===== src/lfch_unused_guard.sv =====
`timescale 1ns/10ps
`default_nettype none
`default_nettype wire


===== src/lfch_pkg.sv =====
package lfch_pkg;

    // ****************************************************************
    // Configuration space map
    // ****************************************************************
    localparam int          CFG_ADDR_W         = 8;
    localparam logic [7:0]  OFF_TENURE_LINE    = 8'h0c;
    localparam logic [7:0]  OFF_HEADER_SELFTST = 8'h0e;
    localparam logic [7:0]  OFF_LINK_BASE      = 8'h10;
    localparam logic [7:0]  OFF_VENDOR_BASE    = 8'h14;

    // ****************************************************************
    // Field positions inside the dword at 0x0c
    // ****************************************************************
    localparam int          LINE_LSB           = 0;
    localparam int          TENURE_LSB         = 8;
    localparam int          LAYOUT_LSB         = 16;
    localparam int          SELFTEST_LSB       = 24;

    // ****************************************************************
    // Base address fields
    // ****************************************************************
    localparam int          PTR_LSB            = 11;
    localparam int          PTR_W              = 21;
    localparam logic [10:0] BASE_LOW_BITS      = 11'h000;

    // ****************************************************************
    // Reset and fixed values
    // ****************************************************************
    localparam logic [7:0]  TENURE_RST         = 8'h00;
    localparam logic [7:0]  LINE_RST           = 8'h00;
    localparam logic [7:0]  LAYOUT_VAL         = 8'h00;
    localparam logic [7:0]  SELFTEST_VAL       = 8'h00;
    localparam logic [20:0] PTR_RST            = 21'h000000;
    localparam logic [7:0]  CNT_MAX            = 8'hff;

    // Tenure tracking states, one-hot
    typedef enum logic [2:0] {
        TEN_IDLE    = 3'b001,
        TEN_COUNT   = 3'b010,
        TEN_EXPIRED = 3'b100
    } lfch_tenure_t;

    // Configuration access request
    typedef struct packed {
        logic        rd;
        logic        wr;
        logic [7:0]  addr;
        logic [3:0]  be;
        logic [31:0] wdata;
    } lfch_cfg_req_t;

    // Configuration access answer
    typedef struct packed {
        logic        ack;
        logic [31:0] rdata;
    } lfch_cfg_rsp_t;

    // Initiator side status
    typedef struct packed {
        logic init_active;
        logic gnt_n;
    } lfch_mst_t;

    // Whole block state
    typedef struct packed {
        lfch_tenure_t  fsm;
        logic [7:0]    tenure_cnt;
        logic [7:0]    tenure_limit;
        logic [7:0]    line_len;
        logic [20:0]   link_ptr;
        logic [20:0]   vendor_ptr;
        lfch_cfg_rsp_t rsp;
        logic          stop_req;
    } lfch_state_t;

endpackage


===== src/lfch_top.sv =====
`timescale 1ns/10ps
`default_nettype none

// Overview of operation
// [RULE1] Tenure counter starts at zero, counts clocks
// [RULE2] Expired tenure ends transfer once grant drops
// [RULE3] Line length drives line-oriented read/write commands
// [RULE4] Self-test byte always reads zero
// [RULE5] Header layout byte always reads zero
// [RULE6] All-ones write to link base reads FFFFF800
// [RULE7] Link base bits 31-11 hold written address
// [RULE8] Link base bits 10-4 read zero
// [RULE9] Link base bit 3 reads zero
// [RULE10] Link base bits 2-1 read zero
// [RULE11] Link base bit 0 reads zero
// [RULE12] Vendor base bits 31-11 hold written address
// [RULE13] Vendor base bits 10-4 read zero
// [RULE14] Vendor base bit 3 reads zero
// [RULE15] Vendor base bits 2-1 read zero
// [RULE16] Vendor base bit 0 reads zero
// [RULE17] Tenure and line register at 0x0c, reset 0000
// [RULE18] Tenure counter clears when transfer ends
module lfch_top (
    input  wire logic                   clock_in,      // 125 MHz
    input  wire logic                   nrst_in,       // Async, active low
    input  wire lfch_pkg::lfch_cfg_req_t cfg_req_in,   // Config access
    input  wire lfch_pkg::lfch_mst_t    mst_in,        // Initiator status
    output var  lfch_pkg::lfch_cfg_rsp_t cfg_rsp_out,  // Config answer
    output logic [7:0]                  line_length_setting_out,
    output logic [7:0]                  tenure_count_out,
    output logic                        stop_req_out,
    output logic [20:0]                 link_regs_base_pointer_out,
    output logic [20:0]                 vendor_ext_base_pointer_out
);
    import lfch_pkg::*;

    // ****************************************************************
    // State
    // ****************************************************************
    lfch_state_t s_q;   // Registered state
    lfch_state_t s_d;   // Next state

    // Dword index of an address
    function automatic logic [5:0] dw_idx(input logic [7:0] a);
        dw_idx = a[7:2];
    endfunction

    // Byte enables expanded to a bit mask
    function automatic logic [31:0] be_mask(input logic [3:0] be);
        be_mask = {{8{be[3]}}, {8{be[2]}}, {8{be[1]}}, {8{be[0]}}};
    endfunction

    // Merge a write into a base register, keep only the pointer
    function automatic logic [20:0] merge_ptr(
        input logic [20:0] old_ptr,
        input logic [31:0] wdata,
        input logic [3:0]  be
    );
        logic [31:0] old_w;
        logic [31:0] m;
        logic [31:0] nw;
        old_w     = {old_ptr, BASE_LOW_BITS};
        m         = be_mask(be);
        nw        = (old_w & ~m) | (wdata & m);
        merge_ptr = nw[31:PTR_LSB];
    endfunction

    // Read data for a dword; unmapped space reads as zero
    function automatic logic [31:0] read_dw(
        input logic [7:0]  a,
        input lfch_state_t st
    );
        read_dw = 32'h00000000;
        if (dw_idx(a) == dw_idx(OFF_TENURE_LINE)) begin
            // Upper half is the fixed layout and self-test pair
            read_dw = {SELFTEST_VAL, LAYOUT_VAL,           // [RULE4] [RULE5]
                       st.tenure_limit, st.line_len};      // [RULE17]
        end else if (dw_idx(a) == dw_idx(OFF_LINK_BASE)) begin
            // Low bits fixed: 2K size, no prefetch, 32-bit, memory
            read_dw = {st.link_ptr,                        // [RULE8] [RULE9]
                       BASE_LOW_BITS};                     // [RULE10] [RULE11]
        end else if (dw_idx(a) == dw_idx(OFF_VENDOR_BASE)) begin
            read_dw = {st.vendor_ptr,                      // [RULE13] [RULE14]
                       BASE_LOW_BITS};                     // [RULE15] [RULE16]
        end
    endfunction

    // ****************************************************************
    // Next state
    // ****************************************************************
    always_comb begin
        s_d           = s_q;
        s_d.rsp.ack   = 1'b0;

        // Register writes; header bytes of 0x0c are read only
        if (cfg_req_in.wr) begin
            if (dw_idx(cfg_req_in.addr) == dw_idx(OFF_TENURE_LINE)) begin
                if (cfg_req_in.be[0]) begin
                    s_d.line_len = cfg_req_in.wdata[LINE_LSB +: 8]; // [RULE3]
                end
                if (cfg_req_in.be[1]) begin
                    s_d.tenure_limit =
                        cfg_req_in.wdata[TENURE_LSB +: 8];          // [RULE17]
                end
            end else if (dw_idx(cfg_req_in.addr) ==
                         dw_idx(OFF_LINK_BASE)) begin
                s_d.link_ptr = merge_ptr(s_q.link_ptr,
                    cfg_req_in.wdata, cfg_req_in.be);  // [RULE6] [RULE7]
            end else if (dw_idx(cfg_req_in.addr) ==
                         dw_idx(OFF_VENDOR_BASE)) begin
                // Whole 21-bit pointer is writable, not 20 bits
                s_d.vendor_ptr = merge_ptr(s_q.vendor_ptr,
                    cfg_req_in.wdata, cfg_req_in.be);  // [RULE12]
            end
        end

        // Every access is answered one clock later
        if (cfg_req_in.rd || cfg_req_in.wr) begin
            s_d.rsp.ack = 1'b1;
        end
        if (cfg_req_in.rd) begin
            // Read sees the register before a same-cycle write
            s_d.rsp.rdata = read_dw(cfg_req_in.addr, s_q);
        end

        // Tenure tracking
        unique case (s_q.fsm)
            TEN_IDLE: begin
                s_d.tenure_cnt = 8'h00;
                if (mst_in.init_active) begin
                    // Frame asserted: start from zero
                    s_d.fsm = TEN_COUNT;                      // [RULE1]
                end
            end
            TEN_COUNT: begin
                if (!mst_in.init_active) begin
                    s_d.fsm        = TEN_IDLE;                // [RULE18]
                    s_d.tenure_cnt = 8'h00;
                end else if (s_q.tenure_cnt == s_q.tenure_limit) begin
                    s_d.fsm = TEN_EXPIRED;                    // [RULE2]
                end
                if (mst_in.init_active && s_q.tenure_cnt != CNT_MAX) begin
                    s_d.tenure_cnt = s_q.tenure_cnt + 8'h01;  // [RULE1]
                end
            end
            TEN_EXPIRED: begin
                if (!mst_in.init_active) begin
                    s_d.fsm        = TEN_IDLE;                // [RULE18]
                    s_d.tenure_cnt = 8'h00;
                end else if (s_q.tenure_cnt != CNT_MAX) begin
                    // Keeps counting so software sees the overrun
                    s_d.tenure_cnt = s_q.tenure_cnt + 8'h01;
                end
            end
        endcase

        // Ask the master to end only once the grant has gone away
        s_d.stop_req = (s_q.fsm == TEN_EXPIRED) && mst_in.init_active &&
                       mst_in.gnt_n;                          // [RULE2]
    end

    // ****************************************************************
    // State register
    // ****************************************************************
    always_ff @(posedge clock_in or negedge nrst_in) begin
        if (!nrst_in) begin
            s_q.fsm          <= TEN_IDLE;
            s_q.tenure_cnt   <= 8'h00;
            s_q.tenure_limit <= TENURE_RST;                   // [RULE17]
            s_q.line_len     <= LINE_RST;                     // [RULE17]
            s_q.link_ptr     <= PTR_RST;
            s_q.vendor_ptr   <= PTR_RST;
            s_q.rsp          <= '0;
            s_q.stop_req     <= 1'b0;
        end else begin
            s_q <= s_d;
        end
    end

    // Outputs straight from flops
    assign cfg_rsp_out                 = s_q.rsp;
    assign line_length_setting_out     = s_q.line_len;        // [RULE3]
    assign tenure_count_out            = s_q.tenure_cnt;
    assign stop_req_out                = s_q.stop_req;
    assign link_regs_base_pointer_out  = s_q.link_ptr;
    assign vendor_ext_base_pointer_out = s_q.vendor_ptr;
endmodule

`default_nettype wire


===== config.mk =====
export PLATFORM = sky130hd
export DESIGN_NAME = lfch_top
export DESIGN_NICKNAME = d
export VERILOG_FILES = /design/src/lfch_unused_guard.sv /design/src/lfch_pkg.sv /design/src/lfch_top.sv
export SDC_FILE = /design/constraint.sdc
export NUM_CORES = 1
export LEC_CHECK = 0
export BUFFER_PORTS_ARGS = -buffer_cell sky130_fd_sc_hd__buf_2
export CAP_MARGIN = 10
export CORE_UTILIZATION = 35
export DETAILED_ROUTE_END_ITERATION = 10
export GPL_TIMING_DRIVEN = 1
export SETUP_SLACK_MARGIN = 0.15
export SLEW_MARGIN = 20
export SYNTH_ARGS = -nofsm -noshare
export SYNTH_HDL_FRONTEND = slang
export SYNTH_SLANG_ARGS = --single-unit

===== constraint.sdc =====
create_clock -name clock_in -period 1.2 [get_ports clock_in]
set_input_delay 0.06 -clock clock_in [delete_from_list [all_inputs] [get_ports clock_in]]
set_output_delay 0.06 -clock clock_in [all_outputs]
set_load 0.01 [all_outputs]

==> flow_metrics.env <==
export IMPL_crit_top_cell="buf_12"
export IMPL_coreArea_mm2=0.01453
export IMPL_cpLargestDelayFamily="simple AND/OR/NAND/NOR gates"
export IMPL_power_leakage_uw=0.003589
export IMPL_floorplan_rows=44
export IMPL_yosysWarnings=0
export IMPL_internal_power_uw=6234
export IMPL_yosys_most_used_dff="dfrtp_1"
export IMPL_seq_area_frac_synth=0.4931
export IMPL_finalMaxSlewViolations=0
export IMPL_dr_pass1_iters=6
export IMPL_h_tree_depth=3
export IMPL_grt_max_degree=41
export IMPL_slew_headroom=0.7320
export IMPL_grt_usage=0.1691
export IMPL_ys_seq_elements=103
export IMPL_slowest_delay_ns=0.41
export IMPL_port_buffers=139
export IMPL_combinationalPowerShare=0.226
export IMPL_worstPathCellList="buf_6 -> or3_4 -> or3b_4 -> buf_12 -> nor3_4 -> buf_12 -> mux2_4"
export IMPL_synth_edf_count=0
export IMPL_dp_hpwl_mm=8.791
export IMPL_run_status="complete, but fails checks"
export IMPL_critPathBufInv=3
export IMPL_drcViolationCount=0
export IMPL_maxCapViolations=0
export IMPL_synthArstFlopShare=1.000
export IMPL_die_width_um=124.2
export IMPL_fmax_mhz=667.9
export IMPL_slowest_stage="or3b_4"
export IMPL_violations="setup timing"
export IMPL_grt_first_pass_wirelength_mm=20.57
export IMPL_cts_tree="built"
export IMPL_worstPathArrival_ns=1.72
export IMPL_grt_ovfl_total=0
export IMPL_min_path_cells=3
export IMPL_area_growth_pct=39.69
export IMPL_power_density_mw_per_mm2=1173
export IMPL_dieHeight_um=124.2
export IMPL_antenna_found_initial=0
export IMPL_synth_area_leaders="dfrtp_1, mux2_2, buf_4, inv_1, o22ai_1"
export IMPL_cp_data_required_time_ns=1.43
export IMPL_synth_cells=461
export IMPL_finalWeightedCongestion=0.7761
export IMPL_cts_buffer_depth=2
export IMPL_vias_per_cell=4.701
export IMPL_utilization=0.5027
export IMPL_worst_slack_ns=-0.2973
export IMPL_grt_pass1_vias=3953
export IMPL_finalNetCount=657
export IMPL_start_util=0.3598
export IMPL_p_sw_uw=2336
export IMPL_crit_type="in2reg"
export IMPL_post_synth_num_cell_types=44
export IMPL_stdcell_count=795
export IMPL_dp_slack_ns=-0.7232
export IMPL_path_depth=7
export IMPL_fillCellCount=1283
export IMPL_cts_root_buf="clkbuf_16"
export IMPL_die_area_mm2=0.01544
export IMPL_postRouteAntennaNets=0
export IMPL_hold_path_class="in2reg"
export IMPL_clk_latency_ns=0.34
export IMPL_crit_path_max_fanout=8
export IMPL_finClkSkew_ns=0.007164
export IMPL_worst_pin_slew_ns=0.4019
export IMPL_synth_top_area_frac=0.4880
export IMPL_hold_violations=0
export IMPL_sequentialPowerShare=0.465
export IMPL_yosys_area_top_type="dfrtp_1"
export IMPL_io_pins=142
export IMPL_numCtsBuffers=9
export IMPL_wl_per_cell_um=16.25
export IMPL_grt_setup_unrepaired="true"
export IMPL_final_period_utilization=1.248
export IMPL_clkSinkCount=103
export IMPL_clkSlewWorstSetupHoldPaths_ns=0.07
export IMPL_syn_nets=512
export IMPL_layout_min_cycle_time_ns=1.497
export IMPL_yosysMostFrequentCell="dfrtp_1"
export IMPL_clockPowerShare=0.310
export IMPL_synth_area_mm2=0.005230
export IMPL_netSwitchingFraction=0.2725
export IMPL_cp_start_kind="input port"
export IMPL_syn_avg_cell_area_um2=11.34
export IMPL_ys_top_cells_by_count="dfrtp_1, buf_4, mux2_2, inv_1, nand2_1"
export IMPL_setup_violations=75
export IMPL_via_count=3737
export IMPL_totalWireLength_mm=12.92
export IMPL_endpoint_kind="flop"
export IMPL_antenna_cells=0
export IMPL_peakVddDrop_mv=0.6861
export IMPL_drt_iter0_drc=138
export IMPL_worstRegToRegCells=4
export IMPL_drive_gt1_frac=0.5876
export IMPL_place_inst=724
-- final cells by class --
| cell class | instances | area [um^2] | share of cell area |
|---|---|---|---|
| Clock buffer | 13 | 240.2 | 0.03288 |
| Timing Repair Buffer | 241 | 1831 | 0.2506 |
| Sequential cell | 103 | 2585 | 0.3538 |
| Clock inverter | 3 | 20.02 | 0.002740 |
| Tap cell | 184 | 230.2 | 0.03151 |
| Inverter | 28 | 105.1 | 0.01439 |
| Multi-Input combinational cell | 223 | 2295 | 0.3141 |
-- logic make-up (layout without fill, tap and decap cells) --
family / Yosys count / in the layout / synth area share
buf+inv: 135 / 285 / 0.1641
flops: 103 / 103 / 0.4931
mux: 80 / 80 / 0.1756
simple gates: 79 / 79 / 0.08517
compound gates: 51 / 51 / 0.05957
xor+xnor: 12 / 12 / 0.02010
fa+ha+maj: 1 / 1 / 0.002392
-- per-stage QoR --
step	TNS (ns)	total power, uW	hold slack (ns)	area [um^2]
floorplan	-34.74	5076	-0.2356	5356
global placement	-44.57	5469	0.009498	5976
detailed placement	-45.93	5538	0.01534	5976
CTS	-13.99	8529	0.08793	7081
global route	-17.41	8981	0.1107	7306
finish	-15.10	8570	0.1048	7306
-- metal layers --
metal	routed length, um	global-route usage	vias to the layer above
met5	0	0	-
met1	5464	0.2027	1858
met4	331	0.08079	0
met2	6693	0.2886	88
li1	-	-	1770
met3	431	0.03448	21
-- worst reg2reg max path, delay by kind of cell, from the launching register on --
kind,cells,cell delay (ns)
and+or+nand+nor,2,0.44
xor gates and xnor gates,1,0.17
AOI/OAI and AO/OA,1,0.20
DFF,1,0.45
-- timing repair --
action,CTS,global route
gates resized for setup,83,44
buffers inserted,11,6
endpoints found under the setup margin,108,109
gates cloned,0,1
pin swaps,27,19
hold endpoints to repair,125,0
hold buffers,37,0
-- power groups by stage --
stage	Clock [uW]	Sequential (uW)	Combinational [uW]
floorplan	0	4020	1060
global placement	0	4010	1450
detailed placement	0	4030	1510
CTS	2730	3970	1830
global route	2880	4010	2090
finish	2660	3980	1930
-- worst paths after layout --
path	to	slack (ns)	startpoint
max	flop	-0.30	cfg_req_in[41]
min	s_q[101]	0.10	mst_in[1]
max reg2reg	s_q[101]	-0.17	tenure_count_out[1]
min reg2reg	cfg_rsp_out[10]	0.51	cfg_rsp_out[10]
max in group asynchronous	cfg_rsp_out[7]	0.47	nrst_in
min in group asynchronous	asynchronous set/reset pin	0.18	nrst_in
-- placed cells by master (no fill, tap or decap), types with 3 or more instances in the layout --
master         count
buf_12            10
buf_4             35
mux2_4            49
inv_1             28
dfrtp_1           97
clkbuf_16         10
and3_4             4
a22oi_1            4
xor2_1             8
nand3_1           13
dfrtp_2            5
nor3_2             3
o21ai_0            3
nor2_1            10
o21ai_1           10
a21oi_2            3
nor3_4             6
buf_2            129
buf_6             29
o22ai_2           15
a21oi_1            5
clkbuf_1           4
dlygate4sd3_1     37
nand2_1           21
mux2_2            30
xnor2_1            3
Note: power is estimated with default switching activity, not from simulation.
